==> src/verilog/brapf_pkg.sv <==
// constants for the bridge arbitration, prefetch and error-report registers
`default_nettype none
package brapf_pkg;
  // dword-aligned configuration offsets
  localparam logic [7:0] OFS_ARB     = 8'h40;
  localparam logic [7:0] OFS_RDPF    = 8'h44;
  localparam logic [7:0] OFS_SERRDIS = 8'h64;
  // arbiter group field
  localparam int         ARB_LSB     = 16;
  localparam int         ARB_W       = 10;
  localparam logic [9:0] ARB_RST     = 10'h200;
  // read prefetch control fields
  localparam int         DS_MAX_LSB  = 6;
  localparam int         US_MAX_LSB  = 4;
  localparam int         DS_CL_BIT   = 2;
  localparam int         US_CL_BIT   = 1;
  localparam int         FLUSH_BIT   = 0;
  localparam logic [7:0] RDPF_RST    = 8'h06;
  localparam logic [7:0] RDPF_MASK   = 8'hf7;
  localparam logic [7:0] PF_UNIT_DW  = 8'h10;
  // 64-byte fallback boundary, in dwords
  localparam logic [7:0] CL_DFLT_DW  = 8'h10;
  // error event disable bits
  localparam logic [7:0] SERRDIS_RST  = 8'h00;
  localparam logic [7:0] SERRDIS_MASK = 8'h7e;
  localparam int         EV_PW_PAR   = 1;
  localparam int         EV_PW_ND    = 2;
  localparam int         EV_PW_TA    = 3;
  localparam int         EV_PW_MA    = 4;
  localparam int         EV_DW_ND    = 5;
  localparam int         EV_DR_ND    = 6;
  // non-delivery attempt limit, two to the 24th
  localparam int         ATTEMPT_LIMIT = 16777216;
  localparam int         CNT_W         = 25;
  localparam int         ND_SRCS       = 3;
endpackage
`default_nettype wire

==> src/verilog/brapf_serr_if.sv <==
// carrier of error events and their gating controls
`default_nettype none
interface brapf_serr_if;
  logic [6:1] event_pulse;
  logic [6:1] disable_bits;
  logic       report_enable;
  modport src  (output event_pulse, output disable_bits,
                output report_enable);
  modport gate (input event_pulse, input disable_bits,
                input report_enable);
endinterface
`default_nettype wire

==> src/verilog/brapf_attempt_cnt.sv <==
// failed-attempt counter raising a non-delivery pulse at its limit
`default_nettype none
module brapf_attempt_cnt #(
  parameter int CNT_W = brapf_pkg::CNT_W,
  parameter int LIMIT = brapf_pkg::ATTEMPT_LIMIT
) (
  input  wire logic clk,
  input  wire logic rst_b,
  input  wire logic attempt_failed,
  input  wire logic attempt_retired,
  output var  logic non_delivery_ff
);
  localparam logic [CNT_W-1:0] LAST = CNT_W'(LIMIT - 1);

  logic [CNT_W-1:0] cnt_ff;
  logic [CNT_W-1:0] nxt_cnt;
  logic             at_last;
  logic             nxt_non_delivery;

  assign at_last = (cnt_ff == LAST);
  // retiring wins: a delivered transaction never reports non-delivery
  assign nxt_non_delivery = attempt_failed && at_last && !attempt_retired;
  assign nxt_cnt = attempt_retired ? '0 :
                   !attempt_failed ? cnt_ff :
                   at_last         ? '0 : cnt_ff + 1'b1;

  always_ff @(posedge clk) begin
    if (!rst_b) begin
      cnt_ff          <= '0;
      non_delivery_ff <= 1'b0;
    end else begin
      cnt_ff          <= nxt_cnt;
      non_delivery_ff <= nxt_non_delivery;
    end
  end

  AST_CNT_FIRE: assert property (
    @(posedge clk) disable iff (!rst_b)
    (attempt_failed && !attempt_retired && cnt_ff == LAST)
      |=> (non_delivery_ff && cnt_ff == '0))
    else $error("limit reached without non-delivery pulse");
endmodule
`default_nettype wire

==> src/verilog/brapf_serr_gate.sv <==
// gates error events onto the primary system error pin
`default_nettype none
module brapf_serr_gate (
  input  wire logic   clk,
  input  wire logic   rst_b,
  brapf_serr_if.gate  sif,
  output var  logic   serr_oe_ff,
  output var  logic   serr_n_ff
);
  logic [6:1] live_events;
  logic       nxt_assert;

  // a disable bit of 1 hides its event; the report enable gates all
  assign live_events = sif.event_pulse & ~sif.disable_bits;
  assign nxt_assert  = sif.report_enable && (|live_events);

  // open drain: only ever pulled low, released otherwise
  always_ff @(posedge clk) begin
    if (!rst_b) begin
      serr_oe_ff <= 1'b0;
      serr_n_ff  <= 1'b1;
    end else begin
      serr_oe_ff <= nxt_assert;
      serr_n_ff  <= !nxt_assert;
    end
  end

  AST_SERR_RAISE: assert property (
    @(posedge clk) disable iff (!rst_b)
    (sif.report_enable && |(sif.event_pulse & ~sif.disable_bits))
      |=> (serr_oe_ff && !serr_n_ff))
    else $error("unmasked event did not pull the error pin");

  AST_SERR_QUIET: assert property (
    @(posedge clk) disable iff (!rst_b)
    (!sif.report_enable || !(|(sif.event_pulse & ~sif.disable_bits)))
      |=> (!serr_oe_ff && serr_n_ff))
    else $error("error pin pulled without an unmasked event");
endmodule
`default_nettype wire

==> src/verilog/brapf_top.sv <==
// bridge arbitration group, read prefetch and error-report config block
//
// Summary of operation
// - ten group bits: low nine for secondary requests, top bit for bridge.
// - bit 1 puts master in high group, 0 low; reset sets bridge only.
// - downstream prefetch limit code 00..11 selects 16, 32, 48, 64 dwords.
// - upstream prefetch limit uses its own field with the same encoding.
// - downstream line bit 1 prefetches to cache line, else 64 bytes.
// - upstream line bit 1 prefetches to cache line, else 64 bytes.
// - downstream line bit 0 bounds prefetch by downstream count field.
// - upstream line bit 0 bounds prefetch by upstream count field.
// - flush bit 1 and primary posted write discard primary completions.
// - after a flush the next read retry counts as a new request.
// - flush bit 0 keeps normal ordering and discards nothing.
// - event reaches error pin only if undisabled and reporting enabled.
// - posted write data parity error is an event under disable bit 1.
// - posted write undelivered after 2^24 attempts, disable bit 2.
// - target abort delivering posted write, disable bit 3.
// - master abort delivering posted write, disable bit 4.
// - delayed write undelivered after 2^24 attempts, disable bit 5.
// - delayed read without data after 2^24 attempts, disable bit 6.
// - reserved bits read zero and ignore writes.
`default_nettype none
module brapf_top #(
  parameter int ATTEMPT_LIMIT = brapf_pkg::ATTEMPT_LIMIT
) (
  input  wire logic        CLK,
  input  wire logic        RST_B,
  // configuration access
  input  wire logic        CFG_WR,
  input  wire logic        CFG_RD,
  input  wire logic [7:0]  CFG_ADDR,
  input  wire logic [3:0]  PRIMARY_COMMAND_BYTE_ENABLE_N,
  input  wire logic [31:0] CFG_WDATA,
  output var  logic [31:0] CFG_RDATA,
  // context from other configuration registers
  input  wire logic        SYSTEM_ERROR_REPORT_ENABLE,
  input  wire logic [7:0]  CACHE_LINE_SIZE,
  // arbitration
  output var  logic [9:0]  HIGH_PRIO_GROUP,
  // prefetch engines
  output var  logic [7:0]  DS_PREFETCH_MAX_DW,
  output var  logic        DS_PREFETCH_TO_LINE,
  output var  logic [7:0]  US_PREFETCH_MAX_DW,
  output var  logic        US_PREFETCH_TO_LINE,
  input  wire logic        PRIMARY_POSTED_WRITE,
  output var  logic        FLUSH_PRIMARY_COMPLETIONS,
  // error events from the data path
  input  wire logic        PW_PARITY_ERROR,
  input  wire logic        PW_TARGET_ABORT,
  input  wire logic        PW_MASTER_ABORT,
  input  wire logic [2:0]  ATTEMPT_FAILED,
  input  wire logic [2:0]  ATTEMPT_RETIRED,
  // open-drain error pin
  output var  logic        PRIMARY_SYSTEM_ERROR_OUT_N,
  output var  logic        PRIMARY_SYSTEM_ERROR_OE
);

  logic [9:0]  arb_grp_ff;
  logic [9:0]  nxt_arb_grp;
  logic [7:0]  rdpf_ff;
  logic [7:0]  nxt_rdpf;
  logic [7:0]  serrdis_ff;
  logic [7:0]  nxt_serrdis;
  logic [31:0] rdata_ff;
  logic [31:0] nxt_rdata;

  logic [7:0]  ds_max_ff;
  logic [7:0]  us_max_ff;
  logic        ds_line_ff;
  logic        us_line_ff;
  logic [9:0]  grp_out_ff;
  logic        flush_ff;

  // ---------------------------------------------------------------
  // address decode and byte lanes
  // ---------------------------------------------------------------
  logic [3:0] lane;
  logic       hit_arb;
  logic       hit_rdpf;
  logic       hit_serrdis;
  logic       wr_arb;
  logic       wr_rdpf;
  logic       wr_serrdis;

  assign lane        = ~PRIMARY_COMMAND_BYTE_ENABLE_N;
  assign hit_arb     = (CFG_ADDR[7:2] == brapf_pkg::OFS_ARB[7:2]);
  assign hit_rdpf    = (CFG_ADDR[7:2] == brapf_pkg::OFS_RDPF[7:2]);
  assign hit_serrdis = (CFG_ADDR[7:2] == brapf_pkg::OFS_SERRDIS[7:2]);
  assign wr_arb      = CFG_WR && hit_arb;
  assign wr_rdpf     = CFG_WR && hit_rdpf && lane[0];
  assign wr_serrdis  = CFG_WR && hit_serrdis && lane[0];

  // ---------------------------------------------------------------
  // register writes
  // ---------------------------------------------------------------
  // group bits span lanes 2 and 3; bits 31:26 are never stored
  assign nxt_arb_grp[7:0] = (wr_arb && lane[2]) ?
                            CFG_WDATA[23:16] : arb_grp_ff[7:0];
  assign nxt_arb_grp[9:8] = (wr_arb && lane[3]) ?
                            CFG_WDATA[25:24] : arb_grp_ff[9:8];

  assign nxt_rdpf = wr_rdpf ?
                    (CFG_WDATA[7:0] & brapf_pkg::RDPF_MASK) :
                    rdpf_ff;

  assign nxt_serrdis = wr_serrdis ?
                       (CFG_WDATA[7:0] & brapf_pkg::SERRDIS_MASK) :
                       serrdis_ff;

  always_ff @(posedge CLK) begin
    if (!RST_B) begin
      arb_grp_ff <= brapf_pkg::ARB_RST;
      rdpf_ff    <= brapf_pkg::RDPF_RST;
      serrdis_ff <= brapf_pkg::SERRDIS_RST;
    end else begin
      arb_grp_ff <= nxt_arb_grp;
      rdpf_ff    <= nxt_rdpf;
      serrdis_ff <= nxt_serrdis;
    end
  end

  // ---------------------------------------------------------------
  // register reads: whole dword regardless of byte enables
  // ---------------------------------------------------------------
  logic [31:0] rd_arb;
  logic [31:0] rd_rdpf;
  logic [31:0] rd_serrdis;
  logic [31:0] rd_word;

  // other fields sharing these dwords live elsewhere and read zero here
  assign rd_arb     = {6'h00, arb_grp_ff, 16'h0000};
  assign rd_rdpf    = {24'h000000, rdpf_ff};
  assign rd_serrdis = {24'h000000, serrdis_ff};
  assign rd_word    = hit_arb     ? rd_arb :
                      hit_rdpf    ? rd_rdpf :
                      hit_serrdis ? rd_serrdis : 32'h00000000;
  assign nxt_rdata  = CFG_RD ? rd_word : rdata_ff;

  always_ff @(posedge CLK) begin
    if (!RST_B) begin
      rdata_ff <= 32'h00000000;
    end else begin
      rdata_ff <= nxt_rdata;
    end
  end

  // ---------------------------------------------------------------
  // prefetch limits
  // ---------------------------------------------------------------
  logic [1:0] ds_code;
  logic [1:0] us_code;
  logic [7:0] ds_count_dw;
  logic [7:0] us_count_dw;
  logic [7:0] line_dw;
  logic [7:0] nxt_ds_max;
  logic [7:0] nxt_us_max;

  assign ds_code = rdpf_ff[brapf_pkg::DS_MAX_LSB +: 2];
  assign us_code = rdpf_ff[brapf_pkg::US_MAX_LSB +: 2];
  // code n selects (n + 1) * 16 dwords
  assign ds_count_dw = 8'({6'h00, ds_code} + 8'h01) *
                       brapf_pkg::PF_UNIT_DW;
  assign us_count_dw = 8'({6'h00, us_code} + 8'h01) *
                       brapf_pkg::PF_UNIT_DW;
  // an unprogrammed line size falls back to a 64-byte boundary
  assign line_dw = (CACHE_LINE_SIZE == 8'h00) ?
                   brapf_pkg::CL_DFLT_DW : CACHE_LINE_SIZE;
  assign nxt_ds_max = rdpf_ff[brapf_pkg::DS_CL_BIT] ?
                      line_dw : ds_count_dw;
  assign nxt_us_max = rdpf_ff[brapf_pkg::US_CL_BIT] ?
                      line_dw : us_count_dw;

  // ---------------------------------------------------------------
  // flush on primary posted write
  // ---------------------------------------------------------------
  logic nxt_flush;

  // the engine drops primary completions, so a later retry of the
  // same read finds nothing queued and starts afresh
  assign nxt_flush = rdpf_ff[brapf_pkg::FLUSH_BIT] &&
                     PRIMARY_POSTED_WRITE;

  always_ff @(posedge CLK) begin
    if (!RST_B) begin
      ds_max_ff  <= brapf_pkg::PF_UNIT_DW;
      us_max_ff  <= brapf_pkg::PF_UNIT_DW;
      ds_line_ff <= 1'b0;
      us_line_ff <= 1'b0;
      grp_out_ff <= brapf_pkg::ARB_RST;
      flush_ff   <= 1'b0;
    end else begin
      ds_max_ff  <= nxt_ds_max;
      us_max_ff  <= nxt_us_max;
      ds_line_ff <= rdpf_ff[brapf_pkg::DS_CL_BIT];
      us_line_ff <= rdpf_ff[brapf_pkg::US_CL_BIT];
      grp_out_ff <= arb_grp_ff;
      flush_ff   <= nxt_flush;
    end
  end

  // ---------------------------------------------------------------
  // non-delivery counters and error events
  // ---------------------------------------------------------------
  logic [2:0] nd_fire;

  // index 0 posted write, 1 delayed write, 2 delayed read
  for (genvar g = 0; g < brapf_pkg::ND_SRCS; g++) begin : g_nd
    brapf_attempt_cnt #(
      .CNT_W (brapf_pkg::CNT_W),
      .LIMIT (ATTEMPT_LIMIT)
    ) u_cnt (
      .clk             (CLK),
      .rst_b           (RST_B),
      .attempt_failed  (ATTEMPT_FAILED[g]),
      .attempt_retired (ATTEMPT_RETIRED[g]),
      .non_delivery_ff (nd_fire[g])
    );
  end

  brapf_serr_if sif ();

  assign sif.event_pulse[brapf_pkg::EV_PW_PAR] = PW_PARITY_ERROR;
  assign sif.event_pulse[brapf_pkg::EV_PW_ND]  = nd_fire[0];
  assign sif.event_pulse[brapf_pkg::EV_PW_TA]  = PW_TARGET_ABORT;
  assign sif.event_pulse[brapf_pkg::EV_PW_MA]  = PW_MASTER_ABORT;
  assign sif.event_pulse[brapf_pkg::EV_DW_ND]  = nd_fire[1];
  assign sif.event_pulse[brapf_pkg::EV_DR_ND]  = nd_fire[2];
  assign sif.disable_bits  = serrdis_ff[6:1];
  assign sif.report_enable = SYSTEM_ERROR_REPORT_ENABLE;

  brapf_serr_gate u_serr (
    .clk        (CLK),
    .rst_b      (RST_B),
    .sif        (sif),
    .serr_oe_ff (PRIMARY_SYSTEM_ERROR_OE),
    .serr_n_ff  (PRIMARY_SYSTEM_ERROR_OUT_N)
  );

  // ---------------------------------------------------------------
  // outputs
  // ---------------------------------------------------------------
  assign CFG_RDATA                 = rdata_ff;
  assign HIGH_PRIO_GROUP           = grp_out_ff;
  assign DS_PREFETCH_MAX_DW        = ds_max_ff;
  assign US_PREFETCH_MAX_DW        = us_max_ff;
  assign DS_PREFETCH_TO_LINE       = ds_line_ff;
  assign US_PREFETCH_TO_LINE       = us_line_ff;
  assign FLUSH_PRIMARY_COMPLETIONS = flush_ff;

  // ---------------------------------------------------------------
  // checks
  // ---------------------------------------------------------------
  AST_GROUP_RESET: assert property (
    @(posedge CLK) disable iff (!RST_B)
    !$past(RST_B) |-> (arb_grp_ff == 10'h200 && rdpf_ff == 8'h06))
    else $error("group or prefetch register not at reset value");

  AST_GROUP_FOLLOW: assert property (
    @(posedge CLK) disable iff (!RST_B)
    (CFG_WR && hit_arb && lane[2] && lane[3])
      |=> ##1 (HIGH_PRIO_GROUP == $past(CFG_WDATA[25:16], 2)))
    else $error("group output does not follow written bits");

  AST_DS_COUNT: assert property (
    @(posedge CLK) disable iff (!RST_B)
    !rdpf_ff[2] |=> (DS_PREFETCH_MAX_DW ==
      8'(({6'h00, $past(rdpf_ff[7:6])} + 8'h01) << 4)))
    else $error("downstream limit does not match its code");

  AST_US_COUNT: assert property (
    @(posedge CLK) disable iff (!RST_B)
    (!rdpf_ff[1] && rdpf_ff[5:4] == 2'h2) |=> (US_PREFETCH_MAX_DW == 8'h30))
    else $error("upstream code 10 did not give 48 dwords");

  AST_LINE_DFLT: assert property (
    @(posedge CLK) disable iff (!RST_B)
    (rdpf_ff[2] && rdpf_ff[1] && CACHE_LINE_SIZE == 8'h00)
      |=> (DS_PREFETCH_MAX_DW == 8'h10 && US_PREFETCH_MAX_DW == 8'h10))
    else $error("unprogrammed line size did not give 64 bytes");

  AST_FLUSH: assert property (
    @(posedge CLK) disable iff (!RST_B)
    (rdpf_ff[0] && PRIMARY_POSTED_WRITE) |=> FLUSH_PRIMARY_COMPLETIONS)
    else $error("posted write with flush set did not flush");

  AST_NO_FLUSH: assert property (
    @(posedge CLK) disable iff (!RST_B)
    !rdpf_ff[0] |=> !FLUSH_PRIMARY_COMPLETIONS)
    else $error("flush raised while flush bit clear");

  AST_RSVD_ZERO: assert property (
    @(posedge CLK) disable iff (!RST_B)
    (CFG_RD && hit_arb) |=>
      (CFG_RDATA[31:26] == 6'h00 && CFG_RDATA[15:0] == 16'h0000))
    else $error("reserved bits read nonzero");

endmodule
`default_nettype wire

==> config.mk <==
export PLATFORM = sky130hd
export DESIGN_NAME = brapf_top
export DESIGN_NICKNAME = d
export VERILOG_FILES = /design/src/verilog/brapf_pkg.sv /design/src/verilog/brapf_serr_if.sv /design/src/verilog/brapf_attempt_cnt.sv /design/src/verilog/brapf_serr_gate.sv /design/src/verilog/brapf_top.sv
export SDC_FILE = /design/constraint.sdc
export NUM_CORES = 1
export LEC_CHECK = 0
export BUFFER_PORTS_ARGS = -buffer_cell sky130_fd_sc_hd__buf_2
export CAP_MARGIN = 20
export CORE_ASPECT_RATIO = 0.75
export CORE_UTILIZATION = 40
export CTS_BUF_LIST = sky130_fd_sc_hd__clkbuf_16
export DETAILED_ROUTE_END_ITERATION = 12
export GPL_ROUTABILITY_DRIVEN = 0
export PLACE_DENSITY = 0.71
export SLEW_MARGIN = 20
export SYNTH_ARGS = -nofsm -noshare
export SYNTH_HDL_FRONTEND = slang
export SYNTH_SLANG_ARGS = --single-unit
==> constraint.sdc <==
create_clock -name CLK -period 2.1 [get_ports CLK]
set_input_delay 0.21 -clock CLK [delete_from_list [all_inputs] [get_ports CLK]]
set_output_delay 0.21 -clock CLK [all_outputs]
set_load 0.05 [all_outputs]
==> results of run 1 <==
## through the flow
step	total power, mW	utilization	hold WS, ns
3_5_place_dp	3.31	0.464	0.444
3_3_place_gp	3.30	0.464	0.441
6_report	6.03	0.499	0.0224
2_1_floorplan	3.21	-	0.330
5_1_grt	6.26	0.499	0.0228
4_1_cts	6.11	0.498	0.00770
## registers in the layout (all words and copies together), names as in the netlist, 3 cells and up
| register | count |
|---|---|
| CFG_RDATA | 18 |
| DS_PREFETCH_MAX_DW | 8 |
| HIGH_PRIO_GROUP | 10 |
| US_PREFETCH_MAX_DW | 8 |
| arb_grp_ff | 10 |
| g_nd.u_cnt.cnt_ff | 75 |
| g_nd.u_cnt.non_delivery_ff | 3 |
| rdpf_ff | 7 |
| serrdis_ff | 6 |
## area by class of cell
cell class / instances / area, um2 / area share
Clock buffer: 17 / 425 / 0.0551
Clock inverter: 13 / 110 / 0.0143
Inverter: 18 / 67.6 / 0.00875
Multi-Input combinational cell: 483 / 3170 / 0.410
Sequential cell: 150 / 3000 / 0.389
Tap cell: 205 / 256 / 0.0332
Timing Repair Buffer: 123 / 691 / 0.0894
## logic make-up after synthesis
group / count (synthesis) / synth area share
AO/OA/AOI/OAI: 91 / 0.0946
XOR/XNOR: 34 / 0.0462
adder cells (fa/ha/maj): 5 / 0.00971
buffers and inverters: 67 / 0.0495
flip-flops: 150 / 0.466
multiplexers: 45 / 0.0713
other: 1 / 0.000582
AND/OR/NAND/NOR: 294 / 0.262
## where the power goes
part | internal [mW] | switching, mW | total (mW)
Combinational | 0.112 | 0.252 | 0.364
Clock | 1.61 | 1.18 | 2.79
Sequential | 2.87 | 0.0103 | 2.88
Total | 4.60 | 1.44 | 6.03
## timing repair
item,4_1_cts,5_1_grt
setup endpoints to repair,0,4
gates resized for setup,0,0
buffers inserted,0,2
## per-layer routing
layer	up-vias	GRT usage	wire length [um]
li1	2648	-	-
met1	2325	0.232	6810
met2	106	0.234	5640
met3	15	0.0402	661
met4	0	0.0598	181
met5	-	0	0
## cell usage in the layout, fill, tap and decap left out, types with 19 or more instances in the layout
master / netlist / final
a21oi_1: 31 / 31
buf_2: 6 / 98
buf_4: 14 / 24
dfxtp_1: 150 / 150
inv_1: 18 / 20
mux2i_1: 38 / 38
nand2_1: 35 / 35
nand3_1: 26 / 26
nand4_1: 24 / 24
nor2_1: 50 / 50
nor2b_1: 29 / 29
xnor2_1: 19 / 19
## critical path, cell delays in order (launching register included)
cell and delay (ns):
dfxtp_1 0.43, nand2_1 0.14, or4_1 0.72, or4_1 0.48, a21oi_1 0.16
## worst min-delay path by stage
| stage | from | to | depth (start not counted) |
|---|---|---|---|
| CTS | CFG_WDATA[2] | rdpf_ff[2] | 3 |
| detailed placement | CFG_WDATA[25] | arb_grp_ff[9] | 3 |
| finish | CFG_WDATA[25] | arb_grp_ff[9] | 3 |
| global placement | g_nd[1].u_cnt.cnt_ff[24] | g_nd[1].u_cnt.cnt_ff[24] | 2 |
| floorplan | ATTEMPT_FAILED[2] | g_nd[2].u_cnt.cnt_ff[1] | 1 |
| global route | PRIMARY_POSTED_WRITE | FLUSH_PRIMARY_COMPLETIONS | 2 |
==> impl_metrics.py, run 1 <==
metrics = {
    "run_status": {
        "status": "complete, no violations",
    },
    "global_routing": {
        "grt_pass1_wl_mm": 21.7,
        "grt_overflow_total": 0,
        "grt.total_usage": 0.163,
        "antenna_found_initial": 0,
        "grt_max_degree": 63,
        "grt_pass1_vias": 4448,
    },
    "min_path": {
        "hold_path_class": "in -> reg",
    },
    "sta": {
        "min_period_ns": 2.01,
        "max_clock_freq_ghz": 0.499,
        "hold_viol_final": 0,
        "finalSetupViolations": 0,
        "relSlewSlack": 0.653,
        "max_slew.worst_pin.slew_ns": 0.519,
        "finClkSkew_ns": 0.00827,
        "finalMaxSlewViolations": 0,
        "timing.final.crit_share": 0.955,
        "setup_ws_ns": 0.0944,
        "setup-tns-final_ns": 0,
    },
    "route": {
        "vias_per_cell": 5.05,
        "wire_per_inst_um": 13.2,
        "drc_errors": 0,
        "routed-via-count": 5094,
        "drt_iter0_drc": 267,
        "drtAntennaViolNets": 0,
        "first_pass_iters": 4,
        "wl_mm": 13.3,
    },
    "layout": {
        "n_fill_cell": 1438,
        "instances_no_fill": 1009,
        "syn_to_final_growth_pct": 19.9,
        "design_area_um2": 7720,
        "antennaDiodeCount": 0,
        "final_nets": 865,
        "final_layout_size_suffix_gt1_frac": 0.213,
    },
    "setup_path": {
        "worst_ep_required_time_ns": 2.45,
        "cp_data_arrival_time_ns": 2.35,
        "worstSetupEndpoint": "g_nd[2].u_cnt.cnt_ff[19]",
        "reg2reg_from": "g_nd[2].u_cnt.cnt_ff[3]",
        "path_class": "reg -> reg",
        "worstPathMaxFanout": 14,
        "end_kind": "flop",
        "rr_endpoint": "g_nd[2].u_cnt.cnt_ff[19]",
        "cp-start-kind": "flop",
        "crit_start": "g_nd[2].u_cnt.cnt_ff[3]",
        "reg2reg_depth": 4,
        "r2r_setup_slack_ns": 0.09,
    },
    "job": {
        "cap_viol_max_count": 0,
    },
    "yosys": {
        "synthMostInstantiatedCell": "dfxtp_1",
        "ys_seq_area_frac": 0.466,
        "ys.flop_type": "dfxtp_1",
        "async_reset_ff_frac": 0,
        "yosys_warnings": 0,
        "syn-cell-area_um2": 6440,
        "synth-seq-cells": 150,
        "yosysTopAreaCellShare": 0.466,
        "synth_cells": 687,
        "synthTopCellsByCount": "150 x dfxtp_1, 50 x nor2_1, 38 x mux2i_1",
        "synth-edff-count": 0,
        "synth.avg_cell_area_um2": 9.38,
        "ys_types": 52,
        "ys_top_cells_by_area": "dfxtp_1 47%, mux2i_1 5.9%, nor2_1 2.9%",
        "yosysTopAreaCell": "dfxtp_1",
    },
    "floorplan": {
        "dieArea_um2": 16600,
        "die_h_um": 112,
        "coreArea_um2": 15500,
        "die_w_um": 149,
        "num_io_pins": 130,
        "initial_core_util": 0.417,
        "rows": 39,
    },
    "clocking": {
        "cts-root-buf": "clkbuf_16",
        "cts_num_sinks": 150,
        "cts_tree": "built",
        "clk_latency_ns": 0.42,
        "cts_buffers": 17,
        "cts_buffer_depth": 2,
        "clk_pin_slew_ns": 0.06,
        "postCtsHoldBufs": 0,
        "htreeDepth": 4,
    },
    "placement": {
        "dpl.hpwl_mm": 9.28,
        "io_buffers": 98,
        "place_inst": 977,
        "dpl-instance-area_um2": 7170,
        "post-place-ws_ns": 0.100,
    },
    "pwr": {
        "pwr_density_cell_nw_per_um2": 781,
        "p_leak_nw": 3.07,
        "vdd_drop_max_v": 0.000538,
    },
}
(Power assumes the default switching activity.)
==> run 2, diff against run 1 <==
--- a/config.mk
+++ b/config.mk
@@ -12,7 +12,7 @@
 export CTS_BUF_LIST = sky130_fd_sc_hd__clkbuf_16
 export DETAILED_ROUTE_END_ITERATION = 12
 export GPL_ROUTABILITY_DRIVEN = 0
-export PLACE_DENSITY = 0.71
+export PLACE_DENSITY = 0.68
 export SLEW_MARGIN = 20
 export SYNTH_ARGS = -nofsm -noshare
 export SYNTH_HDL_FRONTEND = slang
==> constraint.sdc (replaced) <==
create_clock -name CLK -period 2.2 [get_ports CLK]
set_input_delay 0.22 -clock CLK [delete_from_list [all_inputs] [get_ports CLK]]
set_output_delay 0.22 -clock CLK [all_outputs]
set_load 0.05 [all_outputs]
==> run 2 against run 1 <==
Net effect:
- sequential power shrank 5%
- wire length shrank 0.68%
- combinational power shrank 6.0%
- largest cell class unchanged
- largest power group is now the clock network
==> impl_metrics.py, run 2 (synthesis results as in run 1) <==
metrics = {
    "run_status": {
        "status": "complete, no violations",
    },
    "layout": {
        "largest_reg_flops": 75,
        "utilization": 0.497,
        "top_register": "g_nd.u_cnt.cnt_ff",
        "antennaDiodeCount": 0,
        "mostFrequentLayoutCell": "dfxtp_1",
        "final_cell_mix": "150 x dfxtp_1, 98 x buf_2, 50 x nor2_1",
        "final_layout_size_suffix_gt1_frac": 0.209,
        "n_fill_cell": 1420,
        "instances_no_fill": 1004,
        "syn_to_final_growth_pct": 19.3,
        "final_nets": 858,
    },
    "clocking": {
        "cts_buffers": 17,
        "postCtsHoldBufs": 0,
        "clk_latency_ns": 0.42,
        "cts_tree": "built",
        "postCtsSetupRepairBufs": 0,
        "cts_num_sinks": 150,
        "ctsResizeCount": 0,
        "cts_buffer_depth": 2,
        "cts-root-buf": "clkbuf_16",
        "clk_pin_slew_ns": 0.07,
        "htreeDepth": 4,
    },
    "sta": {
        "timing.final.crit_share": 0.930,
        "hold_viol_final": 0,
        "max_clock_freq_ghz": 0.489,
        "finalSetupViolations": 0,
        "grt_setup_unrepaired": "no",
        "max_slew.worst_pin.slew_ns": 0.529,
        "relSlewSlack": 0.646,
        "setup-tns-final_ns": 0,
        "finalMaxSlewViolations": 0,
        "min_period_ns": 2.05,
        "finClkSkew_ns": 0.00880,
    },
    "floorplan": {
        "num_io_pins": 130,
        "rows": 39,
        "initial_core_util": 0.417,
        "dieArea_um2": 16600,
        "die_h_um": 112,
        "die_w_um": 149,
        "coreArea_um2": 15500,
    },
    "pwr": {
        "p_sw_frac": 0.246,
        "switching_power_mw": 1.45,
        "pwr_density_cell_nw_per_um2": 763,
        "p_int_mw": 4.42,
        "clock_power_share": 0.472,
        "p_leak_nw": 3.03,
        "vdd_drop_max_v": 0.000395,
        "seq_power_share": 0.469,
        "pwr-share-comb": 0.058,
    },
    "route": {
        "wire_per_inst_um": 13.1,
        "vias_per_cell": 5.02,
        "first_pass_iters": 4,
        "wl_mm": 13.2,
        "routed-via-count": 5040,
        "drt_iter0_drc": 274,
        "drtAntennaViolNets": 0,
        "drc_errors": 0,
    },
    "placement": {
        "io_buffers": 98,
        "dpl.hpwl_mm": 9.17,
        "place_inst": 972,
    },
    "global_routing": {
        "grt_pass1_wl_mm": 21.8,
        "grt_overflow_total": 0,
        "grt_pass1_vias": 4565,
        "grt.total_usage": 0.164,
        "grt_max_degree": 63,
        "antenna_found_initial": 0,
    },
    "setup_path": {
        "r2r_setup_slack_ns": 0.15,
        "worst_ep_required_time_ns": 2.50,
        "path_class": "reg -> reg",
        "reg2reg_depth": 6,
        "reg2reg_from": "g_nd[2].u_cnt.cnt_ff[0]",
        "cp_data_arrival_time_ns": 2.35,
        "end_kind": "flop",
        "cp-start-kind": "flop",
        "worstPathMaxFanout": 12,
        "rr_endpoint": "g_nd[2].u_cnt.cnt_ff[8]",
    },
    "min_path": {
        "holdPathStages": 3,
        "min_to": "arb_grp_ff[9]",
        "hold_start": "CFG_WDATA[25]",
        "hold_path_class": "in -> reg",
    },
    "job": {
        "cap_viol_max_count": 0,
    },
}
[run 2: cell types whose count changed in the layout (fill, tap and decap cells not counted), sizes merged]
cell | before | now
buf | 123 | 116
clkinv | 4 | 5
clkinvlp | 2 | 3
[run 2: worst max path at each step]
stage / start / to / slack, ns / cells after the start
3_5_place_dp: g_nd[2].u_cnt.cnt_ff[0] / g_nd[2].u_cnt.cnt_ff[8] / 0.19 / 6
4_1_cts: g_nd[2].u_cnt.cnt_ff[0] / g_nd[2].u_cnt.cnt_ff[8] / 0.15 / 6
3_3_place_gp: g_nd[2].u_cnt.cnt_ff[0] / g_nd[2].u_cnt.cnt_ff[6] / 0.23 / 6
5_1_grt: g_nd[2].u_cnt.cnt_ff[0] / g_nd[2].u_cnt.cnt_ff[9] / 0.05 / 6
6_report: g_nd[2].u_cnt.cnt_ff[0] / g_nd[2].u_cnt.cnt_ff[8] / 0.15 / 6
2_1_floorplan: g_nd[2].u_cnt.cnt_ff[0] / g_nd[2].u_cnt.cnt_ff[22] / 0.23 / 6
[run 2: cell type report]
cell class | count | area (um2) | area share
clock inverter | 15 | 141 | 0.0184
timing repair buffer | 116 | 626 | 0.0814
tap | 205 | 256 | 0.0334
inverter | 18 | 67.6 | 0.00879
clock buffer | 17 | 425 | 0.0553
sequential | 150 | 3000 | 0.390
multi-input combinational | 483 | 3170 | 0.412
[run 2: power by group through the flow]
stage / Clock [mW] / Combinational [mW] / Sequential [mW]
floorplan: 0 / 0.180 / 2.89
global placement: 0 / 0.340 / 2.81
detailed placement: 0 / 0.340 / 2.81
CTS: 2.83 / 0.343 / 2.75
global route: 2.96 / 0.363 / 2.75
finish: 2.77 / 0.342 / 2.75
[run 2: worst max-delay path: stages, from the launching register on]
cell and delay, ns:
dfxtp_1 0.38, ha_1 0.24, nand4_2 0.13, or4_4 0.64, o31ai_4 0.22, buf_4 0.24, nor2_1 0.08
[run 2: through the flow]
stage / area, um2 / worst slack, ns / power [mW] / hold WS (ns)
floorplan: 6490 / 0.231 / 3.07 / 0.340
global placement: 7120 / 0.231 / 3.15 / 0.443
detailed placement: 7120 / 0.192 / 3.15 / 0.442
CTS: 7690 / 0.151 / 5.92 / 0.00229
global route: 7690 / 0.0539 / 6.07 / 0.0184
finish: 7690 / 0.154 / 5.87 / 0.0159
[run 2: layer usage]
layer,vias up,global-route usage,part of all wire
li1,2640,-,-
met1,2303,0.229,0.53
met2,87,0.241,0.42
met3,10,0.0504,0.042
met4,0,0.0481,0.0076
met5,-,0,0
